===== config.mk =====
export PLATFORM = sky130hd
export DESIGN_NAME = hcmd_host
export DESIGN_NICKNAME = d
export VERILOG_FILES = /design/src/logic/hcmd_pkg.sv /design/src/logic/hcmd_dec_if.sv /design/src/logic/hcmd_decoder.sv /design/src/logic/hcmd_host.sv
export VERILOG_INCLUDE_DIRS = /design/src /design/src/logic
export SDC_FILE = /design/constraint.sdc
export NUM_CORES = 1
export LEC_CHECK = 0
export BUFFER_PORTS_ARGS = -buffer_cell sky130_fd_sc_hd__buf_4
export CORE_ASPECT_RATIO = 1.4
export CORE_MARGIN = 8
export CORE_UTILIZATION = 60
export DETAILED_ROUTE_END_ITERATION = 10
export GPL_TIMING_DRIVEN = 1
export PLACE_DENSITY = 0.78
export SYNTH_ARGS = -nofsm -noshare
export SYNTH_HDL_FRONTEND = slang
export SYNTH_SLANG_ARGS = --single-unit

===== constraint.sdc =====
create_clock -name core_clk -period 6.53 [get_ports core_clk]
set_clock_uncertainty 0.1 [all_clocks]
set_input_delay 0.3265 -clock core_clk [delete_from_list [all_inputs] [get_ports core_clk]]
set_output_delay 0.3265 -clock core_clk [all_outputs]
set_load 0.02 [all_outputs]

===== src/logic/hcmd_defines.svh =====
`ifndef HCMD_DEFINES_SVH
`define HCMD_DEFINES_SVH

// ****************************************
// function codes
// ****************************************
`define HCMD_NOP          8'h00
`define HCMD_MEM_WR       8'h01
`define HCMD_MEM_RD       8'h02
`define HCMD_CKSUM_CALC   8'h03
`define HCMD_CKSUM_SEND   8'h04
`define HCMD_CTL_FIRST    8'h20
`define HCMD_CTL_NEXT     8'h21
`define HCMD_CTL_FLAG     8'h22
`define HCMD_PROMPT       8'h23
`define HCMD_SHUF_FIRST   8'h30
`define HCMD_SHUF_NEXT    8'h31
`define HCMD_SHUF_FLAG    8'h32
`define HCMD_SERVO_LD1    8'h3D
`define HCMD_SERVO_LD2    8'h3E
`define HCMD_TIME_REF     8'h41
`define HCMD_OBS_CTRL     8'h50
`define HCMD_TEST_PAT     8'h72
`define HCMD_TRC_WR       8'h80
`define HCMD_TRC_RD       8'h81
`define HCMD_TRC_RST      8'h82

// ****************************************
// lengths in bytes and counts of next commands
// ****************************************
`define HCMD_ADDR_CNT_LEN 16'h0006
`define HCMD_CKSUM_LEN    16'h0002
`define HCMD_FLAG_LEN     16'h0001
`define HCMD_PROMPT_LEN   16'h0004
`define HCMD_CTL_PART     16'h0606
`define HCMD_CTL_NEXT_N   4'h2
`define HCMD_SHUF_PART    16'h0739
`define HCMD_SHUF_NEXT_N  4'h5
`define HCMD_SERVO_LEN    16'h0500
`define HCMD_TIME_LEN     16'h0009
`define HCMD_OBS_LEN      16'h0002
`define HCMD_TEST_PAT_LEN 16'h0408
`define HCMD_TRC_WR_HDR   16'h0003
`define HCMD_TRC_RD_HDR   16'h0005
`define HCMD_STAT60_LEN   16'h0010
`define HCMD_STAT62_LEN   16'h0484

// ****************************************
// target field width in bits
// ****************************************
`define HCMD_TARGET_W     6

`endif


===== src/logic/hcmd_pkg.sv =====
package hcmd_pkg;
    typedef logic [7:0] hcmd_byte_t;
    typedef logic [15:0] hcmd_len_t;
    typedef enum logic [1:0] {
        HCMD_CNT_NONE,
        HCMD_CNT_AT_4,
        HCMD_CNT_AT_1
    } hcmd_cnt_e;
    typedef enum logic [1:0] {
        HCMD_RSP_FIXED,
        HCMD_RSP_FROM_CNT,
        HCMD_RSP_FROM_3
    } hcmd_rsp_e;
endpackage : hcmd_pkg


===== src/logic/hcmd_dec_if.sv =====
interface hcmd_dec_if;
    import hcmd_pkg::*;
    hcmd_byte_t code;
    logic       known;
    hcmd_len_t  hdr_len;
    hcmd_cnt_e  cnt_kind;
    hcmd_rsp_e  rsp_kind;
    hcmd_len_t  rsp_len;
    modport user (output code, input known, hdr_len, cnt_kind, rsp_kind, rsp_len);
    modport dec  (input code, output known, hdr_len, cnt_kind, rsp_kind, rsp_len);
endinterface : hcmd_dec_if


===== src/logic/hcmd_decoder.sv =====
`include "hcmd_defines.svh"

module hcmd_decoder (
    hcmd_dec_if.dec d
);
    import hcmd_pkg::*;

    always_comb begin
        d.known    = 1'b1;
        d.hdr_len  = 16'h0000;
        d.cnt_kind = HCMD_CNT_NONE;
        d.rsp_kind = HCMD_RSP_FIXED;
        d.rsp_len  = 16'h0000;
        case (d.code)
            `HCMD_NOP, 8'h28, 8'h29, 8'h35, 8'h3B, 8'h3F, 8'h40, 8'h70, 8'h71, 8'h75,
            `HCMD_TRC_RST: d.hdr_len = 16'h0001;
            `HCMD_MEM_WR: begin
                d.hdr_len  = `HCMD_ADDR_CNT_LEN;
                d.cnt_kind = HCMD_CNT_AT_4;
            end
            `HCMD_MEM_RD: begin
                d.hdr_len  = `HCMD_ADDR_CNT_LEN;
                d.rsp_kind = HCMD_RSP_FROM_CNT;
            end
            `HCMD_CKSUM_CALC: begin
                d.hdr_len = `HCMD_ADDR_CNT_LEN;
                d.rsp_len = `HCMD_CKSUM_LEN;
            end
            `HCMD_CKSUM_SEND: d.rsp_len = `HCMD_CKSUM_LEN;
            `HCMD_CTL_FIRST, `HCMD_CTL_NEXT: d.hdr_len = `HCMD_CTL_PART;
            `HCMD_SHUF_FIRST, `HCMD_SHUF_NEXT: d.hdr_len = `HCMD_SHUF_PART;
            `HCMD_CTL_FLAG, `HCMD_SHUF_FLAG: d.rsp_len = `HCMD_FLAG_LEN;
            `HCMD_PROMPT, 8'h33, 8'h36, 8'h37: d.hdr_len = `HCMD_PROMPT_LEN;
            8'h34, 8'h3C: d.hdr_len = 16'h0002;
            8'h38: d.hdr_len = 16'h0024;
            8'h39, 8'h3A: d.hdr_len = 16'h0003;
            `HCMD_SERVO_LD1, `HCMD_SERVO_LD2: d.hdr_len = `HCMD_SERVO_LEN;
            `HCMD_TIME_REF: d.hdr_len = `HCMD_TIME_LEN;
            8'h42: d.hdr_len = 16'h0010;
            `HCMD_OBS_CTRL: d.hdr_len = `HCMD_OBS_LEN;
            8'h60: d.rsp_len = `HCMD_STAT60_LEN;
            8'h61, 8'h69: d.rsp_len = 16'h0007;
            8'h62: d.rsp_len = `HCMD_STAT62_LEN;
            8'h63: d.rsp_len = 16'h0018;
            8'h64: d.rsp_len = 16'h001C;
            8'h65: d.rsp_len = 16'h0038;
            8'h66: d.rsp_len = 16'h0006;
            8'h67: d.rsp_len = 16'h001E;
            8'h68: d.rsp_len = 16'h0048;
            `HCMD_TEST_PAT: d.hdr_len = `HCMD_TEST_PAT_LEN;
            8'h73, 8'h74: d.hdr_len = 16'h0000;
            `HCMD_TRC_WR: begin
                d.hdr_len  = `HCMD_TRC_WR_HDR;
                d.cnt_kind = HCMD_CNT_AT_1;
            end
            `HCMD_TRC_RD: begin
                d.hdr_len  = `HCMD_TRC_RD_HDR;
                d.cnt_kind = HCMD_CNT_AT_1;
                d.rsp_kind = HCMD_RSP_FROM_3;
            end
            default: d.known = 1'b0;
        endcase
    end
endmodule : hcmd_decoder


===== src/logic/hcmd_host.sv =====
// Overview of operation
// - host alone starts every bus transfer; the card never initiates.
// - codes and parameter values are hex; byte counts decimal.
// - code 00 sends one meaningless parameter byte.
// - 01 writes addr, count, data; 02 reads addr, count, returns data.
// - control image: one 20 then two 21 of 1542 bytes; 22 flag.
// - prompt 23 carries exactly four parameter bytes.
// - shuffler image: one 30 then five 31 of 1849; 32 flag.
// - servo table codes 3D and 3E carry 1280 bytes each.
// - time reference 41 selector 00 or 01 then date/time bytes.
// - observation control 50 carries exactly two parameter bytes.
// - 80 writes counted message, 81 reads with length, 82 resets.
// - host sends end-observation at full speed before the drive stops; this module sends 50 only when the user issues it.
`include "hcmd_defines.svh"

module hcmd_host (
    // clock and reset
    input  wire logic                      core_clk,
    input  wire logic                      rstn,
    // user command port
    input  wire logic                      cmd_valid,
    input  wire hcmd_pkg::hcmd_byte_t      cmd_code,
    input  wire logic [`HCMD_TARGET_W-1:0] cmd_target,
    output logic                           cmd_ready,
    output logic                           cmd_done,
    output logic                           cmd_refused,
    // user parameter bytes
    input  wire logic                      tx_valid,
    input  wire hcmd_pkg::hcmd_byte_t      tx_data,
    output logic                           tx_ready,
    // user response bytes
    output logic                           rx_valid,
    output hcmd_pkg::hcmd_byte_t           rx_data,
    // status
    output logic                           obs_active,
    // control bus
    output logic [`HCMD_TARGET_W-1:0]      bus_target,
    output logic                           bus_wr_stb,
    output logic                           bus_rd_stb,
    input  wire logic                      bus_ack,
    input  wire hcmd_pkg::hcmd_byte_t      bus_data_in,
    output hcmd_pkg::hcmd_byte_t           bus_data_out,
    output logic                           bus_data_oe
);
    import hcmd_pkg::*;

    // ****************************************
    // reset release
    // ****************************************
    logic rst_meta;
    logic rst_sync_n;

    always_ff @(posedge core_clk or negedge rstn) begin
        if (!rstn) begin
            rst_meta   <= 1'b0;
            rst_sync_n <= 1'b0;
        end else begin
            rst_meta   <= 1'b1;
            rst_sync_n <= rst_meta;
        end
    end

    // ****************************************
    // code table
    // ****************************************
    hcmd_dec_if dif ();
    hcmd_decoder u_dec (
        .d (dif.dec)
    );

    typedef enum logic [2:0] {
        HCMD_IDLE,
        HCMD_SEND_CODE,
        HCMD_SEND_PARAM,
        HCMD_RECV,
        HCMD_DONE
    } hcmd_state_e;

    hcmd_state_e state, next_state;
    hcmd_byte_t  code, next_code;
    logic [`HCMD_TARGET_W-1:0] target, next_target;
    hcmd_len_t   idx, next_idx;
    hcmd_len_t   tot, next_tot;
    hcmd_len_t   cnt, next_cnt;
    hcmd_len_t   rsp, next_rsp;
    hcmd_byte_t  data_out, next_data_out;
    logic        wr_stb, next_wr_stb;
    logic        rd_stb, next_rd_stb;
    hcmd_byte_t  rx_d, next_rx_d;
    logic        rx_v, next_rx_v;
    logic        done, next_done;
    logic        refused, next_refused;
    logic [3:0]  ctl_left, next_ctl_left;
    logic [3:0]  shuf_left, next_shuf_left;
    logic        obs, next_obs;
    logic        onehot;
    logic        seq_ok;

    assign dif.code = cmd_code;

    // ****************************************
    // acceptance checks
    // ****************************************
    always_comb begin
        onehot = (cmd_target != '0) && ((cmd_target & (cmd_target - 1'b1)) == '0);
        case (cmd_code)
            `HCMD_CTL_NEXT: seq_ok = (ctl_left != 4'h0);
            `HCMD_SHUF_NEXT: seq_ok = (shuf_left != 4'h0);
            default: seq_ok = 1'b1;
        endcase
    end

    // ****************************************
    // command sequencer
    // ****************************************
    always_comb begin
        next_state     = state;
        next_code      = code;
        next_target    = target;
        next_idx       = idx;
        next_tot       = tot;
        next_cnt       = cnt;
        next_rsp       = rsp;
        next_data_out  = data_out;
        next_wr_stb    = wr_stb;
        next_rd_stb    = rd_stb;
        next_rx_d      = rx_d;
        next_rx_v      = 1'b0;
        next_done      = 1'b0;
        next_refused   = 1'b0;
        next_ctl_left  = ctl_left;
        next_shuf_left = shuf_left;
        next_obs       = obs;
        case (state)
            HCMD_IDLE: begin
                if (cmd_valid) begin
                    // undefined codes never reach the card, which would ignore them anyway
                    if (!dif.known || !onehot || !seq_ok) begin
                        next_refused = 1'b1;
                    end else begin
                        next_code     = cmd_code;
                        next_target   = cmd_target;
                        next_tot      = dif.hdr_len;
                        next_rsp      = dif.rsp_len;
                        next_idx      = 16'h0000;
                        next_cnt      = 16'h0000;
                        next_data_out = cmd_code;
                        next_wr_stb   = 1'b1;
                        next_state    = HCMD_SEND_CODE;
                    end
                end
            end
            HCMD_SEND_CODE: begin
                if (bus_ack) begin
                    next_wr_stb = 1'b0;
                    if (tot != 16'h0000) begin
                        next_state = HCMD_SEND_PARAM;
                    end else if (rsp != 16'h0000) begin
                        next_rd_stb = 1'b1;
                        next_state  = HCMD_RECV;
                    end else begin
                        next_state = HCMD_DONE;
                    end
                end
            end
            HCMD_SEND_PARAM: begin
                if (!wr_stb && tx_valid) begin
                    next_data_out = tx_data;
                    next_wr_stb   = 1'b1;
                    // counts travel most significant byte first
                    case (dif.cnt_kind)
                        default: ;
                    endcase
                    if ((code == `HCMD_MEM_WR || code == `HCMD_MEM_RD) && idx == 16'h0004) begin
                        next_cnt = {tx_data, cnt[7:0]};
                    end else if ((code == `HCMD_MEM_WR || code == `HCMD_MEM_RD) && idx == 16'h0005) begin
                        next_cnt = {cnt[15:8], tx_data};
                        if (code == `HCMD_MEM_WR) begin
                            next_tot = tot + {cnt[15:8], tx_data};
                        end else begin
                            next_rsp = {cnt[15:8], tx_data};
                        end
                    end else if ((code == `HCMD_TRC_WR || code == `HCMD_TRC_RD) && idx == 16'h0001) begin
                        next_cnt = {tx_data, cnt[7:0]};
                    end else if ((code == `HCMD_TRC_WR || code == `HCMD_TRC_RD) && idx == 16'h0002) begin
                        next_cnt = {cnt[15:8], tx_data};
                        next_tot = tot + {cnt[15:8], tx_data};
                    end else if (code == `HCMD_TRC_RD && idx == 16'h0003) begin
                        next_rsp = {tx_data, 8'h00};
                    end else if (code == `HCMD_TRC_RD && idx == 16'h0004) begin
                        next_rsp = {rsp[15:8], tx_data};
                    end else if (code == `HCMD_OBS_CTRL && idx == 16'h0000) begin
                        next_obs = (tx_data != 8'h00);
                    end
                end else if (wr_stb && bus_ack) begin
                    next_wr_stb = 1'b0;
                    next_idx    = idx + 16'h0001;
                    if (idx + 16'h0001 == tot) begin
                        if (rsp != 16'h0000) begin
                            next_rd_stb = 1'b1;
                            next_idx    = 16'h0000;
                            next_state  = HCMD_RECV;
                        end else begin
                            next_state = HCMD_DONE;
                        end
                    end
                end
            end
            HCMD_RECV: begin
                if (rd_stb && bus_ack) begin
                    next_rd_stb = 1'b0;
                    next_rx_d   = bus_data_in;
                    next_rx_v   = 1'b1;
                    next_idx    = idx + 16'h0001;
                    if (idx + 16'h0001 == rsp) begin
                        next_state = HCMD_DONE;
                    end
                end else if (!rd_stb) begin
                    next_rd_stb = 1'b1;
                end
            end
            HCMD_DONE: begin
                next_done = 1'b1;
                case (code)
                    `HCMD_CTL_FIRST: next_ctl_left = `HCMD_CTL_NEXT_N;
                    `HCMD_CTL_NEXT: next_ctl_left = ctl_left - 4'h1;
                    `HCMD_SHUF_FIRST: next_shuf_left = `HCMD_SHUF_NEXT_N;
                    `HCMD_SHUF_NEXT: next_shuf_left = shuf_left - 4'h1;
                    default: ;
                endcase
                // memory, control and shuffler loads (01, 20, 30) drop the card out of observing, so the host view follows
                if (code == `HCMD_MEM_WR || code == `HCMD_SHUF_FIRST || code == `HCMD_CTL_FIRST) begin
                    next_obs = 1'b0;
                end
                next_state = HCMD_IDLE;
            end
            default: next_state = HCMD_IDLE;
        endcase
    end

    always_ff @(posedge core_clk or negedge rst_sync_n) begin
        if (!rst_sync_n) begin
            state     <= HCMD_IDLE;
            code      <= 8'h00;
            target    <= '0;
            idx       <= 16'h0000;
            tot       <= 16'h0000;
            cnt       <= 16'h0000;
            rsp       <= 16'h0000;
            data_out  <= 8'h00;
            wr_stb    <= 1'b0;
            rd_stb    <= 1'b0;
            rx_d      <= 8'h00;
            rx_v      <= 1'b0;
            done      <= 1'b0;
            refused   <= 1'b0;
            ctl_left  <= 4'h0;
            shuf_left <= 4'h0;
            obs       <= 1'b0;
        end else begin
            state     <= next_state;
            code      <= next_code;
            target    <= next_target;
            idx       <= next_idx;
            tot       <= next_tot;
            cnt       <= next_cnt;
            rsp       <= next_rsp;
            data_out  <= next_data_out;
            wr_stb    <= next_wr_stb;
            rd_stb    <= next_rd_stb;
            rx_d      <= next_rx_d;
            rx_v      <= next_rx_v;
            done      <= next_done;
            refused   <= next_refused;
            ctl_left  <= next_ctl_left;
            shuf_left <= next_shuf_left;
            obs       <= next_obs;
        end
    end

    // ****************************************
    // outputs
    // ****************************************
    assign cmd_ready    = (state == HCMD_IDLE);
    assign cmd_done     = done;
    assign cmd_refused  = refused;
    assign tx_ready     = (state == HCMD_SEND_PARAM) && !wr_stb;
    assign rx_valid     = rx_v;
    assign rx_data      = rx_d;
    assign obs_active   = obs;
    assign bus_target   = target;
    assign bus_wr_stb   = wr_stb;
    assign bus_rd_stb   = rd_stb;
    assign bus_data_out = data_out;
    assign bus_data_oe  = wr_stb;
endmodule : hcmd_host


==> results of run 1 <==
-- logic make-up (layout without fill, tap and decap cells) --
kind of cell | count (synthesis) | in the layout | share of synthesized area (%)
AO/OA/AOI/OAI | 246 | 246 | 21.6
XOR/XNOR | 45 | 45 | 5.03
adder cells (fa/ha/maj) | 22 | 22 | 3.61
buffers and inverters | 89 | 113 | 5.11
flip-flops | 105 | 105 | 33.5
multiplexers | 43 | 43 | 6.06
other | 1 | 1 | 0.0478
AND/OR/NAND/NOR | 367 | 367 | 25.1
-- per-stage QoR --
stage	hold WS (ns)	setup slack, ns	total power, mW
after floorplan	-0.0691	3.29	1.27
after global placement	0.00879	2.29	1.47
after detailed placement	0.00941	2.20	1.48
after CTS	0.0880	2.45	2.06
after global routing	0.0918	2.04	2.15
final	0.0901	2.40	2.06
-- what timing repair did --
item,4_1_cts,5_1_grt
buffers inserted,0,0
hold endpoints to repair,2,0
hold buffers,1,0
-- area by class of cell --
cell class | count | area, µm² | area share (%)
multi-input cells | 724 | 4820 | 56.1
flip-flops and latches | 105 | 2630 | 30.6
repair buffers | 69 | 520 | 6.06
clock buffers | 9 | 225 | 2.62
well taps | 153 | 191 | 2.23
inverters | 28 | 105 | 1.22
clock inverters | 7 | 96.3 | 1.12
-- how the worst max path moves through the flow --
stage                           start     endpoint  slack [ns]  depth (start not counted)
after global routing      cmd_code[4]       tot[4]        2.04                          9
after CTS                      idx[0]      idx[12]        2.45                          9
final                          idx[0]      idx[12]        2.40                          9
after global placement    cmd_code[4]      tot[15]        2.29                         10
after floorplan            rst_sync_n  bus_data_oe        3.29                          0
after detailed placement  cmd_code[4]      tot[15]        2.20                         10
-- per-layer routing --
layer	GRT usage, %	vias up	share of wire [%]
met3	3.19	68	5.1
li1	-	3422	-
met4	14.2	0	4.3
met1	31.0	3432	39
met2	45.0	281	51
met5	0	-	0
-- flip-flops by register name, summed over array words and instances, names as in the netlist, 6 cells and up --
| signal | flops |
|---|---|
| cnt | 8 |
| tot | 16 |
| bus_data_out | 8 |
| rsp | 16 |
| rx_data | 8 |
| bus_target | 6 |
| idx | 16 |
| code | 8 |
-- cells in the mapped netlist, types with 4 or more instances --
master / n
sky130_fd_sc_hd__nand2_1: 111
sky130_fd_sc_hd__dfrtp_1: 105
sky130_fd_sc_hd__nor2_1: 59
sky130_fd_sc_hd__o21ai_0: 56
sky130_fd_sc_hd__a21oi_1: 37
sky130_fd_sc_hd__clkbuf_1: 34
sky130_fd_sc_hd__mux2_2: 32
sky130_fd_sc_hd__nand3_1: 31
sky130_fd_sc_hd__nor3_1: 31
sky130_fd_sc_hd__inv_1: 27
sky130_fd_sc_hd__xnor2_1: 26
sky130_fd_sc_hd__ha_1: 21
sky130_fd_sc_hd__nand2b_1: 19
sky130_fd_sc_hd__xor2_1: 19
sky130_fd_sc_hd__a31oi_1: 18
sky130_fd_sc_hd__nor2b_1: 17
sky130_fd_sc_hd__nor4_1: 17
sky130_fd_sc_hd__buf_2: 14
sky130_fd_sc_hd__o22ai_1: 13
sky130_fd_sc_hd__a211oi_1: 11
sky130_fd_sc_hd__o31ai_1: 11
sky130_fd_sc_hd__a21o_1: 9
sky130_fd_sc_hd__a32oi_1: 9
sky130_fd_sc_hd__and3_1: 9
sky130_fd_sc_hd__nand4_1: 9
sky130_fd_sc_hd__a22oi_1: 8
sky130_fd_sc_hd__a22oi_2: 8
sky130_fd_sc_hd__o2111ai_1: 8
sky130_fd_sc_hd__o21ai_1: 8
sky130_fd_sc_hd__buf_4: 7
sky130_fd_sc_hd__mux2i_1: 7
sky130_fd_sc_hd__nor3b_1: 7
sky130_fd_sc_hd__or3_1: 7
sky130_fd_sc_hd__and2_1: 6
sky130_fd_sc_hd__o221ai_1: 6
sky130_fd_sc_hd__or4_1: 6
sky130_fd_sc_hd__nand3b_1: 5
sky130_fd_sc_hd__a2bb2oi_1: 4
sky130_fd_sc_hd__and4_1: 4
sky130_fd_sc_hd__mux2_1: 4
sky130_fd_sc_hd__o211ai_1: 4
sky130_fd_sc_hd__o32ai_1: 4
sky130_fd_sc_hd__o41ai_1: 4
sky130_fd_sc_hd__or2_2: 4
-- power by group --
part	internal, mW	switching, mW	leakage (nW)	total [mW]
sequential	0.726	0.0912	1.42	0.817
combinational	0.256	0.402	2.12	0.658
clock	0.310	0.275	0.154	0.585
-- cell usage in the layout, fill, tap and decap left out, drive strengths merged, types with 4 or more instances in the layout --
| master | instances |
|---|---|
| a22oi | 16 |
| buf | 68 |
| a21o | 9 |
| o211ai | 4 |
| nand3 | 32 |
| o221ai | 6 |
| nor3b | 7 |
| xnor2 | 26 |
| or3 | 7 |
| nand2b | 20 |
| inv | 30 |
| dfrtp | 105 |
| nor3 | 33 |
| nor2 | 59 |
| or4 | 7 |
| o2111ai | 8 |
| nand2 | 111 |
| and4 | 5 |
| a211oi | 11 |
| o21ai | 64 |
| mux2 | 36 |
| o22ai | 13 |
| o41ai | 4 |
| clkbuf | 9 |
| and2 | 6 |
| nand3b | 5 |
| or2 | 6 |
| o31ai | 14 |
| a2bb2oi | 4 |
| and3 | 9 |
| a31oi | 18 |
| o32ai | 4 |
| mux2i | 7 |
| xor2 | 19 |
| a32oi | 9 |
| nor4 | 21 |
| ha | 21 |
| a21oi | 40 |
| nand4 | 10 |
| nor2b | 17 |
==> results.md, run 1 <==
- After the first detailed-routing iteration, the DRC count stood at 668.
- Cells fill 67.0% of the core in the end.
- The share of the yosys chip area belonging to registers is 33.5%.
- Gates resized during post-CTS repair numbered 0.
- The finished layout holds 1095 standard cells, fillers aside.
- For this design the ratio of total power to cell area is 240 nW/µm².
- The startpoint identified for the worst register-to-register timing path is idx[0].
- The number of global-route vias before repair came to 6802.
- In this run, placement finished with an instance count of 1078.
- The tool flagged a number of max-cap violations equal to 0.
- The capture endpoint of the worst hold path is rx_data[2].
- The post-route netlist has 15.8% of its cells at a drive strength greater than 1.
- The worst reg2reg path endpoint is idx[12].
- The die width is 113 µm.
- The cell area that synthesis handed to floorplanning was 7840 µm².
- The number of distinct standard cells referenced by the synthesized netlist is 83.
- The family of cells with the greatest summed delay on the critical path is compound AO/OA/AOI/OAI gates.
- For this design the static power due to leakage is 3.69 nW.
- Setup violations remaining at the end of the flow were counted as 0.
- The number of nets handed over by synthesis was 975.
- Walking the worst path, the cells encountered are ha_1 > nand4_1 > or3_1 > xor2_1 > o221ai_1 > nor4_4 > a21oi_2 > nand2b_4 > o41ai_1.
- Setup repair after global routing left no endpoint under its margin.
- For this run, the number of Yosys warnings is 0.
- The pin slew with the least headroom to its limit is 1.16 ns.
- The critical path startpoint category is a flip-flop.
- The number of top-level pins is 66.
- In the post-synthesis netlist, the biggest area contributors are sky130_fd_sc_hd__dfrtp_1 34%, sky130_fd_sc_hd__nand2_1 5.3%, sky130_fd_sc_hd__mux2_2 4.6%, sky130_fd_sc_hd__o21ai_0 3.6%, sky130_fd_sc_hd__ha_1 3.4%.
- The overall overflow remaining after global route is 0.
- Dividing the synthesized area by the synthesized cell count gives 8.54 µm².
- The class of the most critical hold timing path is primary input to flip-flop.
- Summed over its instances, the top area cell type makes up 33.5% of the synthesized netlist area.
- The slowest stage of the critical path belongs to the cell sky130_fd_sc_hd__a21oi_2.
- Clock-pin slew was measured on the worst setup and hold paths at 0.08 ns.
- The count of filler cells inserted in the layout is 1071.
- The maximum count of clock buffers along a single path is 2.
- The startpoint identified for the worst hold timing path is bus_data_in[2].
- The setup check on the worst reg-to-reg path leaves a slack of 2.40 ns.
- Counting every sink on the clock net gives 105.
- The worst setup path is captured at a flip-flop.
- After legalization and detailed placement, the total HPWL measured 16.7 mm.
- The largest net degree at the start of global routing is 62.
- The clock tree synthesis step divided the H-tree into 3 levels.
- The critical path in this run is classified as flip-flop to flip-flop.
- The per-cell via count in the routed design is 6.58.
- The initial core utilization is 61.2%.
- Before antenna repair, the detailed router went through 7 iterations.
- For this run, design rule violations remaining after detail routing come to 0.
- The worst path in the final design needs a cycle of 4.13 ns, including I/O delays and setup.
- Derived from the worst setup path, the maximum achievable clock frequency is 0.242 GHz.
- The proportion of synthesized flip-flops having asynchronous set or reset is 100%.
- The final layout contains 994 nets.
- The tree is rooted in a sky130_fd_sc_hd__clkbuf_16.
- The highest net fanout along the worst path is 15.
- Once detail routing completed, the nets flagged for antenna violations numbered 0.
- The highest ir drop seen on vdd is 0.000160 V.
- The antenna cell count is 0.
- The most instantiated flip-flop cell in the synthesis netlist is sky130_fd_sc_hd__dfrtp_1.
- Once placement finished, the instance area stood at 8260 µm².
- After routing the design area is 8590 µm².
- Counting both buffers and inverters, the worst setup path holds a total of 0.
- Data on the critical path is required at its endpoint by 6.69 ns.
- The flow ran to the end, and the final reports show no timing, DRC or antenna violations.
- The cell depth of the worst min-delay path is 2.
- The worst relative slew slack is 22.5%.
- sky130_fd_sc_hd__dfrtp_1 takes more of the synthesized area than any other cell.
- The count of flip-flops with a built-in enable after synthesis is 0.
- The count of buffers added on input and output ports is 65.
- From bottom edge to top edge, the die measures 151 µm.
- The routability-driven placement congestion ratio is 0.936.
- The number of antenna violations at the first check in global routing is 0.
- Summing over every cut layer, the via total after detailed routing is 7203.
- The depth of the most critical reg-to-reg path is 9.
- In the final routed layout, each cell accounts on average for 20.4 µm.
- The clock insertion delay at the later pin of the skew report is 0.36 ns.
- Data arrives at the worst endpoint at 4.28 ns.
- The floorplan has 49 rows.
- The die covers 17000 µm².
- The number of max-slew violations in the final report came to 0.
- The first-pass GRT wire length is 35.5 mm.
- TritonCTS built the clock tree.
- The region available for standard cell placement spans 12800 µm².
- In this run, CTS created clock tree buffers numbering 9.
- The largest stage delay on the critical path is 0.78 ns.
- From synthesis to final layout, the design area changed by 9.52%.
- The total track usage is 26.0%.
- The post-route fraction of the period consumed by the critical path is 63.2%.
- The synthesized design contains 105 register bits.
- For the final routed database, the setup TNS stands at 0 ns.
- The total length of routed wires is 22.3 mm.
- The number of failing hold endpoints at the final stage was 0.
- The count of mapped cells out of synthesis is 918.
Note: power is estimated with default switching activity, not from simulation.
==> inputs of run 2 (changes only) <==
--- a/config.mk
+++ b/config.mk
@@ -6,13 +6,14 @@
 export SDC_FILE = /design/constraint.sdc
 export NUM_CORES = 1
 export LEC_CHECK = 0
+export ABC_AREA = 1
 export BUFFER_PORTS_ARGS = -buffer_cell sky130_fd_sc_hd__buf_4
 export CORE_ASPECT_RATIO = 1.4
 export CORE_MARGIN = 8
-export CORE_UTILIZATION = 60
+export CORE_UTILIZATION = 55
 export DETAILED_ROUTE_END_ITERATION = 10
 export GPL_TIMING_DRIVEN = 1
-export PLACE_DENSITY = 0.78
+export PLACE_DENSITY = 0.75
 export SYNTH_ARGS = -nofsm -noshare
 export SYNTH_HDL_FRONTEND = slang
 export SYNTH_SLANG_ARGS = --single-unit
==> constraint.sdc (replaced) <==
create_clock -name core_clk -period 3.69 [get_ports core_clk]
set_clock_uncertainty 0.1 [all_clocks]
set_input_delay 0.1845 -clock core_clk [delete_from_list [all_inputs] [get_ports core_clk]]
set_output_delay 0.1845 -clock core_clk [all_outputs]
set_load 0.02 [all_outputs]
==> run 2 against run 1 <==
Compared with the run above:
- synthesized cell count is 25% higher
- critical path depth is 3 higher
- first-iteration DRC count is 7.5% lower
- via count rose by 8.4%
- critical path type unchanged
- largest cell class unchanged
- largest power group is now combinational cells
- highest routed layer unchanged
==> results.md, run 2 <==
- The largest registers in the layout are idx (16), rsp (16), tot (16).
- The per-cell via count in the routed design is 5.54 (-16%).
- TritonCTS built the clock tree.
- STA classifies the critical path endpoint as a flip-flop.
- The net switching component of the power was 2.47 mW (+220%).
- The clock-pin slew on the worst setup and hold paths is 0.08 ns (about the same).
- The setup TNS after final layout is 0 ns (unchanged).
- The violation count after the first detailed-routing iteration was 618 (-7.5%).
- The run finished with clean final reports.
- The average cell area after synthesis is 6.70 µm² (-22%).
- The net count reported at finish came to 1277 (+28%).
- The fmax is 0.347 GHz (+43%).
- The biggest area contributor in the post-synthesis netlist is sky130_fd_sc_hd__dfrtp_1.
- The number of top-level pins was 66 (unchanged).
- The post-cts sizing count is 0 (unchanged).
- The design internal power is 2.83 mW (+120%).
- The number of maximum-capacitance constraint violations is 0 (unchanged).
- The depth of the most critical reg-to-reg path was 12 (+3).
- The cell depth of the worst min-delay path is 3 (+1).
- The synthesized flop and latch total is 105 (unchanged).
- The setup slack of the most critical reg-to-reg path is 0.81 ns (-1.59 ns).
- The share of Yosys cell area claimed by the top area cell type is 34.2% (+0.67 points).
- The average routed wire per standard cell was 16.7 µm (-18%).
- The share of the yosys chip area belonging to registers is 34.2% (+0.67 points).
- The total number of clock tree sinks came to 105 (unchanged).
- The number of nets with antenna violations after routing was 0 (unchanged).
- The fraction of power consumed by the clock network was 18.2% (-10 points).
- In this run the critical register-to-register path is launched from idx[14].
- The largest net degree at the start of global routing is 57 (-8.1%).
- The worst reg2reg path endpoint is rsp[10].
- The cell with the most instances after synthesis is sky130_fd_sc_hd__nand2_1.
- The number of buffers created by CTS came to 9 (unchanged).
- The path with the worst hold slack has its endpoint at bus_data_out[7].
- The number of failing hold endpoints at the final stage came to 0 (unchanged).
- The met2 track demand over resource came to 46.5% (+1.5 points).
- The cell depth of the worst setup path is 12 (+3).
- The count of flip-flops with a built-in enable after synthesis was 0 (unchanged).
- The standby leakage power was 4.63 nW (+25%).
- The data arrival time of the critical path is 3.02 ns (-1.26 ns).
- Ranked by total cell area, the synthesized netlist is headed by sky130_fd_sc_hd__dfrtp_1 34%, sky130_fd_sc_hd__nand2_1 17%, sky130_fd_sc_hd__inv_1 7.5%, sky130_fd_sc_hd__nor2_1 6.0%, sky130_fd_sc_hd__nand3_1 4.9%.
- met2 is the most crowded layer.
- The highest net fanout along the worst path came to 17 (+2).
- The count of placed standard cells in the final layout, fillers left out is 1410 (+29%).
- The overall die height came to 156 µm (+3.1%).
- The antenna cell count is 0 (unchanged).
- The post-CTS setup buffer count is 0 (unchanged).
- The largest stage delay on the critical path is 0.53 ns (-0.25 ns).
- The most used flip-flop cell after synthesis is sky130_fd_sc_hd__dfrtp_1.
- The die area is 18100 µm² (+6.1%).
- The cell count after placement was 1383 (+28%).
- The count of buffer and inverter cells on the critical path is 1 (+1).
- The routability-driven placement congestion ratio is 0.952 (+1.7%).
- The synthesized area was 7690 µm² (-2.0%).
- The number of vias in the routed layout was 7811 (+8.4%).
- The first-pass GRT wire length is 38.1 mm (+7.2%).
- Counting instances in the post-synthesis netlist gives the leading cell types as 346 x sky130_fd_sc_hd__nand2_1, 154 x sky130_fd_sc_hd__inv_1, 122 x sky130_fd_sc_hd__nor2_1, 105 x sky130_fd_sc_hd__dfrtp_1, 75 x sky130_fd_sc_hd__nand3_1.
- The pin slew with the least headroom to its limit is 0.653 ns (-0.503 ns).
- The class of the most critical hold timing path is primary input to flip-flop.
- The number of global-route vias before repair is 7628 (+12%).
- The final critical path time including I/O delays and setup was 2.88 ns (-1.25 ns).
- Setup repair after global routing left no endpoint under its margin.
- The worst slack at placement is 0.909 ns (-1.29 ns).
- The detailed-route DRC error count is 0 (unchanged).
- The fraction of met1 tracks used by global routing is 30.5% (-0.46 points).
- The count of endpoints failing setup in the final report is 0 (unchanged).
- The worst relative slew slack is 56.2% (+34 points).
- The synthesized netlist net count is 1204 (+23%).
- The total core area is 13800 µm² (+7.6%).
- The number of antenna violations at the first check in global routing came to 0 (unchanged).
- The highest ir drop seen on vdd is 0.000333 V (+110%).
- The number of port buffers is 65 (unchanged).
- The relative contribution of combinational cells to total power was 48.8% (+17 points).
- The die width was 116 µm (+2.9%).
- The count of mapped cells out of synthesis came to 1147 (+25%).
- The maximum count of clock buffers along a single path was 2 (unchanged).
- The number of search-and-repair iterations in the first detailed-routing pass came to 6 (-1).
- The post-route fraction of the period consumed by the critical path is 78.0% (+15 points).
- The number of warnings issued by yosys is 0 (unchanged).
- The total track usage came to 26.8% (+0.76 points).
- The signal on the critical path passes through inv_1 > nand4_1 > nor2_1 > nand2_1 > nor2_1 > nor2_1 > nand2_1 > nand2_1 > nor2_2 > nand3_2 > nand2_1 > o21ai_1.
- The total length of routed wires was 23.5 mm (+5.3%).
- The final critical-path setup slack came to 0.811 ns (-1.59 ns).
- The placed wire-length estimate was 18.3 mm (+9.6%).
- The leading cell type in the layout, fill and taps excluded is sky130_fd_sc_hd__nand2_1.
- The data required time at the worst endpoint was 3.83 ns (-2.86 ns).
- The family of cells with the greatest summed delay on the critical path is simple AND/OR/NAND/NOR gates.
- The power density of the placed cells is 607 nW/µm² (+150%).
- The overall overflow remaining after global route is 0 (unchanged).
- The number of distinct standard cells referenced by the synthesized netlist is 57 (-31%).
- Relative to the synthesized area, the layout overhead comes to 13.5%.
- The count of filler cells inserted in the layout is 1334 (+25%).
- The number of cell rows is 51 (+4.1%).
- The number of max-slew violations in the final report is 0 (unchanged).
- In the layout the commonest cells are 346 x sky130_fd_sc_hd__nand2_1, 154 x sky130_fd_sc_hd__inv_1, 122 x sky130_fd_sc_hd__nor2_1.
- The H-tree depth was 3 (unchanged).
- The critical setup path kind is flip-flop to flip-flop.
- The share of cells above drive strength 1 is 12.2% (-3.6 points).
- The met3 global-route usage is 3.76% (+0.57 points).
- The switching fraction of total power came to 46.7% (+9.4 points).
- The dominant cell type by count on the critical path is sky130_fd_sc_hd__nand2_1.
- The proportion of synthesized flip-flops having asynchronous set or reset is 100% (unchanged).
- The worst setup path is launched from a flip-flop.
- The clock insertion delay at the later pin of the skew report is 0.36 ns (about the same).
- The tree is rooted in a sky130_fd_sc_hd__clkbuf_16.
- The hold path startpoint is cmd_code[7].
- The part of the total power dissipated in sequential elements came to 33.0% (-6.7 points).
- The initial core utilization is 55.8% (-5.4 points).
- On the critical path, the stage with the largest delay is an instance of sky130_fd_sc_hd__nor2_2.
## run 2: cell count changes after synthesis, sizes merged, moves of 17 or more
cell,change
xnor2,-21
nor3,-19
nand3,+49
nand4,+30
clkbuf,-29
mux2,-34
nor2,+77
nand2b,-20
nand2,+252
nor4,-19
nor2b,-17
inv,+144
## run 2: worst max-delay path by stage
stage / slack (ns) / to / start
final: 0.81 / rsp[10] / idx[14]
after global routing: 0.61 / rsp[8] / idx[14]
after CTS: 0.91 / rsp[10] / idx[14]
after detailed placement: 0.91 / rsp[10] / idx[14]
after global placement: 0.93 / rsp[10] / idx[14]
after floorplan: 0.45 / bus_data_oe / rst_sync_n
## run 2: repair_timing
| item | CTS | global route |
|---|---|---|
| hold buffers | 11 | 0 |
| setup endpoints to repair | 0 | 0 |
| endpoints found under the hold margin | 12 | 0 |
## run 2: area by class of cell
| type | instances | area (µm²) | share of cell area (%) |
|---|---|---|---|
| multi-input cells | 851 | 4280 | 49.1 |
| inverters | 173 | 652 | 7.47 |
| flip-flops and latches | 105 | 2630 | 30.2 |
| clock buffers | 11 | 243 | 2.78 |
| well taps | 185 | 231 | 2.65 |
| clock inverters | 5 | 45.0 | 0.516 |
| repair buffers | 80 | 641 | 7.34 |
## run 2: kinds of logic (layout without fill, tap and decap cells)
family / after synthesis / after routing / share of synthesized area [%]
DFF: 105 / 105 / 34.2
muxes: 3 / 3 / 0.423
buffers and inverters: 191 / 269 / 10.1
and+or+nand+nor: 643 / 643 / 36.8
adders and majority gates: 22 / 22 / 3.68
other: 1 / 1 / 0.0488
xor gates and xnor gates: 22 / 22 / 2.96
AOI/OAI and AO/OA: 160 / 160 / 11.8
## run 2: worst register-to-register path: cells and delay by family, from the launching register on
family | cells | cell delay [ns]
compound gates | 1 | 0.06
buf+inv | 1 | 0.13
flops | 1 | 0.44
simple gates | 10 | 2.04
## run 2: power groups by stage
| stage | combinational [mW] | sequential, mW | clock, mW |
|---|---|---|---|
| floorplan | 1.73 | 1.83 | 0 |
| global placement | 2.51 | 1.76 | 0 |
| detailed placement | 2.55 | 1.77 | 0 |
| CTS | 2.57 | 1.75 | 0.975 |
| global route | 2.87 | 1.79 | 1.03 |
| finish | 2.59 | 1.75 | 0.962 |
## run 2: per-stage QoR
stage               utilization, %  total power, mW  area (µm²)  hold WS, ns
CTS                           63.3             5.29        8730       0.0133
global placement              60.4             4.27        8330       -0.129
floorplan                        -             3.57        7690       -0.211
global route                  63.3             5.68        8730       0.0303
finish                        63.3             5.30        8730       0.0205
detailed placement            60.4             4.31        8330       -0.128
## run 2: metal layers
metal / share of wire (%) / wire length (µm) / vias up
met3: 4.1 / 966 / 80
met1: 39 / 9230 / 3623
met4: 5.3 / 1250 / 0
li1: - / - / 3844
met5: 0 / 0 / -
met2: 51 / 12000 / 264
==> inputs of run 3 (changes only) <==
--- a/config.mk
+++ b/config.mk
@@ -10,10 +10,10 @@
 export BUFFER_PORTS_ARGS = -buffer_cell sky130_fd_sc_hd__buf_4
 export CORE_ASPECT_RATIO = 1.4
 export CORE_MARGIN = 8
-export CORE_UTILIZATION = 55
+export CORE_UTILIZATION = 60
 export DETAILED_ROUTE_END_ITERATION = 10
 export GPL_TIMING_DRIVEN = 1
-export PLACE_DENSITY = 0.75
+export PLACE_DENSITY = 0.78
 export SYNTH_ARGS = -nofsm -noshare
 export SYNTH_HDL_FRONTEND = slang
 export SYNTH_SLANG_ARGS = --single-unit
==> constraint.sdc (replaced) <==
create_clock -name core_clk -period 2.7 [get_ports core_clk]
set_clock_uncertainty 0.1 [all_clocks]
set_input_delay 0.135 -clock core_clk [delete_from_list [all_inputs] [get_ports core_clk]]
set_output_delay 0.135 -clock core_clk [all_outputs]
set_load 0.02 [all_outputs]
==> run 3 against run 2 <==
Compared with the run above:
- sequential cell count stayed put
- clock power is 51% higher
- total power is 43% higher
- critical path type is now primary input to flip-flop
- setup slack worse by 0.74 ns
- sequential share of layout area is 1.3 points lower
==> results.md, run 3 (synthesis results as in run 2) <==
- The number of antenna violations at the first check in global routing came to 0 (unchanged).
- The number of buffers created by CTS came to 9 (unchanged).
- The maximum count of clock buffers along a single path is 2 (unchanged).
- The highest net fanout along the worst path came to 13 (-4).
- The data required time at the worst endpoint is 2.87 ns (-0.96 ns).
- The number of nets with antenna violations after routing was 0 (unchanged).
- The data arrival time of the critical path is 2.80 ns (-0.22 ns).
- The category of the worst setup path capture point is a flip-flop.
- The antenna cell count is 0 (unchanged).
- The fmax is 0.380 GHz.
- The worst register-to-register path ends at state[0].
- The number of cell rows is 49 (-3.9%).
- The per-cell via count in the routed design was 5.76 (+3.9%).
- The run finished with clean final reports.
- The violation count after the first detailed-routing iteration was 688 (+11%).
- The count of endpoints failing setup in the final report is 0 (unchanged).
- The total length of routed wires came to 24.2 mm (+3.0%).
- The worst relative slew slack is 64.5% (+8.4 points).
- The H-tree depth is 3 (unchanged).
- The number of maximum-capacitance constraint violations is 0 (unchanged).
- The clock insertion delay at the later pin of the skew report is 0.36 ns (about the same).
- The number of top-level pins was 66 (unchanged).
- The setup path with the least slack is of type primary input to flip-flop.
- The clock-pin slew on the worst setup and hold paths was 0.08 ns (about the same).
- The leading cell type in the layout, fill and taps excluded is sky130_fd_sc_hd__nand2_1.
- The number of vias in the routed layout is 8173 (+4.6%).
- The setup slack of the most critical reg-to-reg path is 0.13 ns (-0.68 ns).
- The number of failing hold endpoints at the final stage is 0 (unchanged).
- The placed wire-length estimate is 18.6 mm (+1.7%).
- The number of port buffers was 65 (unchanged).
- Walking the worst path, the cells encountered are buf_4 > dlygate4sd3_1 > inv_2 > nand2_2 > nor2_1 > inv_1 > nor2_1 > nor2_1 > nand3_1 > nor2_1 > nand2_2 > nand4_4 > nand2_4 > buf_4 > nand2_2 > o21ai_0.
- The number of global-route vias before repair is 7854 (+3.0%).
- The net count reported at finish came to 1319 (+3.3%).
- The die width came to 112 µm (-3.7%).
- The routability-driven placement congestion ratio is 1.04 (+9.7%).
- The dominant cell type by count on the critical path is sky130_fd_sc_hd__nor2_1.
- The average routed wire per standard cell came to 17.0 µm (+2.3%).
- The standby leakage power is 4.84 nW (+4.6%).
- The share of cells above drive strength 1 is 15.0% (+2.8 points).
- The number of search-and-repair iterations in the first detailed-routing pass is 8 (+2).
- The total core area is 12700 µm² (-7.9%).
- The detailed-route DRC error count is 0 (unchanged).
- The CTS tree is built.
- The count of placed standard cells in the final layout, fillers left out was 1420 (+0.71%).
- The library cells used most frequently in the layout, excluding fill and tap cells, are 345 x sky130_fd_sc_hd__nand2_1, 154 x sky130_fd_sc_hd__inv_1, 120 x sky130_fd_sc_hd__nor2_1.
- The root buffer cell is sky130_fd_sc_hd__clkbuf_16.
- The overall overflow remaining after global route came to 0 (unchanged).
- The cell count after placement came to 1373 (-0.72%).
- The largest net degree at the start of global routing was 72 (+26%).
- The count of filler cells inserted in the layout came to 1104 (-17%).
- The die area is 16700 µm² (-7.4%).
- The largest stage delay on the critical path was 0.58 ns (+0.05 ns).
- The worst hold margin was 0.00613 ns (-0.0143 ns).
- The overall die height is 150 µm (-3.8%).
- The largest individual stage delay along the critical path comes from the cell sky130_fd_sc_hd__dlygate4sd3_1.
- The initial core utilization is 60.6% (+4.8 points).
- The total number of clock tree sinks came to 105 (unchanged).
- The highest ir drop seen on vdd is 0.000531 V (+59%).
- The post-route fraction of the period consumed by the critical path is 97.5%.
- The power density of the placed cells is 828 nW/µm² (+36%).
- The number of max-slew violations in the final report is 0 (unchanged).
- The total track usage is 28.7% (+1.9 points).
- The class of the most critical hold timing path is primary input to asynchronous set/reset pin.
- The pin slew with the least headroom to its limit is 0.530 ns (-0.122 ns).
- The first-pass GRT wire length is 38.3 mm (+0.60%).
- STA classifies the critical path startpoint as a primary input.
- The synthesis-to-finish area growth is 18.7%.
- The final critical path time including I/O delays and setup is 2.63 ns.
- In this run the critical register-to-register path is launched from idx[0].
- In the final layout, the registers with the most flip-flops are idx (16), rsp (16), tot (16).
- The depth of the most critical reg-to-reg path is 17 (+5).
==> run 3: worst max-delay path: cells and delay by family <==
family | cells | cell delay [ns]
AO/OA/AOI/OAI | 1 | 0.20
AND/OR/NAND/NOR | 10 | 1.40
buffers and inverters | 5 | 1.07
==> run 3: cell type report <==
cell class	count	area [µm²]	share of cell area, %
Inverter	173	654	7.17
Timing Repair Buffer	121	978	10.7
Tap cell	153	191	2.10
Sequential cell	105	2630	28.9
Multi-Input combinational cell	852	4350	47.7
Clock inverter	7	93.8	1.03
Clock buffer	9	225	2.47
==> run 3: routing by layer <==
| layer | up-vias | track usage [%] | share of wire, % | wire length (µm) |
|---|---|---|---|---|
| met5 | - | 0 | 0 | 0 |
| met1 | 3847 | 31.3 | 38 | 9160 |
| met2 | 288 | 52.5 | 52 | 12700 |
| met4 | 0 | 18.0 | 5.6 | 1360 |
| met3 | 99 | 2.95 | 4.2 | 1010 |
| li1 | 3939 | - | - | - |
==> run 3: worst max-delay path by stage <==
stage / slack [ns] / cells after the start / from / end
2_1_floorplan: 0.49 / 15 / idx[0] / idx[5]
3_3_place_gp: 0.09 / 12 / shuf_left[0] / tot[9]
3_5_place_dp: 0.0009 / 14 / idx[1] / idx[2]
4_1_cts: 0.01 / 15 / cmd_code[4] / tot[9]
5_1_grt: -0.04 / 16 / idx[0] / state[0]
6_report: 0.07 / 16 / cmd_code[7] / cnt[12]
==> run 3: stage by stage <==
step                      instance area [µm²]  power, mW  setup TNS [ns]  utilization [%]  setup WS, ns
final                                    9130       7.56               0             71.9        0.0675
after floorplan                          7690       4.87               0                -         0.487
after global placement                   8450       5.90               0             66.6        0.0850
after detailed placement                 8450       5.97               0             66.6      0.000935
after CTS                                9010       7.46               0             71.0       0.00996
after global routing                     9130       8.06         -0.0782             71.9       -0.0422
==> run 3: repair_timing <==
action | in CTS | in global routing
buffers inserted | 0 | 7
pin swaps | 0 | 4
gates cloned | 0 | 1
endpoints found under the setup margin | 14 | 46
resized for setup | 1 | 15
hold endpoints to repair | 24 | 0
hold buffers | 23 | 0
==> run 3: where the power goes <==
part           total (mW)  switching (mW)  internal, mW  leakage (nW)
Sequential           2.39           0.387          2.01          1.33
Combinational        3.72            2.41          1.31          3.35
Clock                1.45           0.696         0.749         0.153
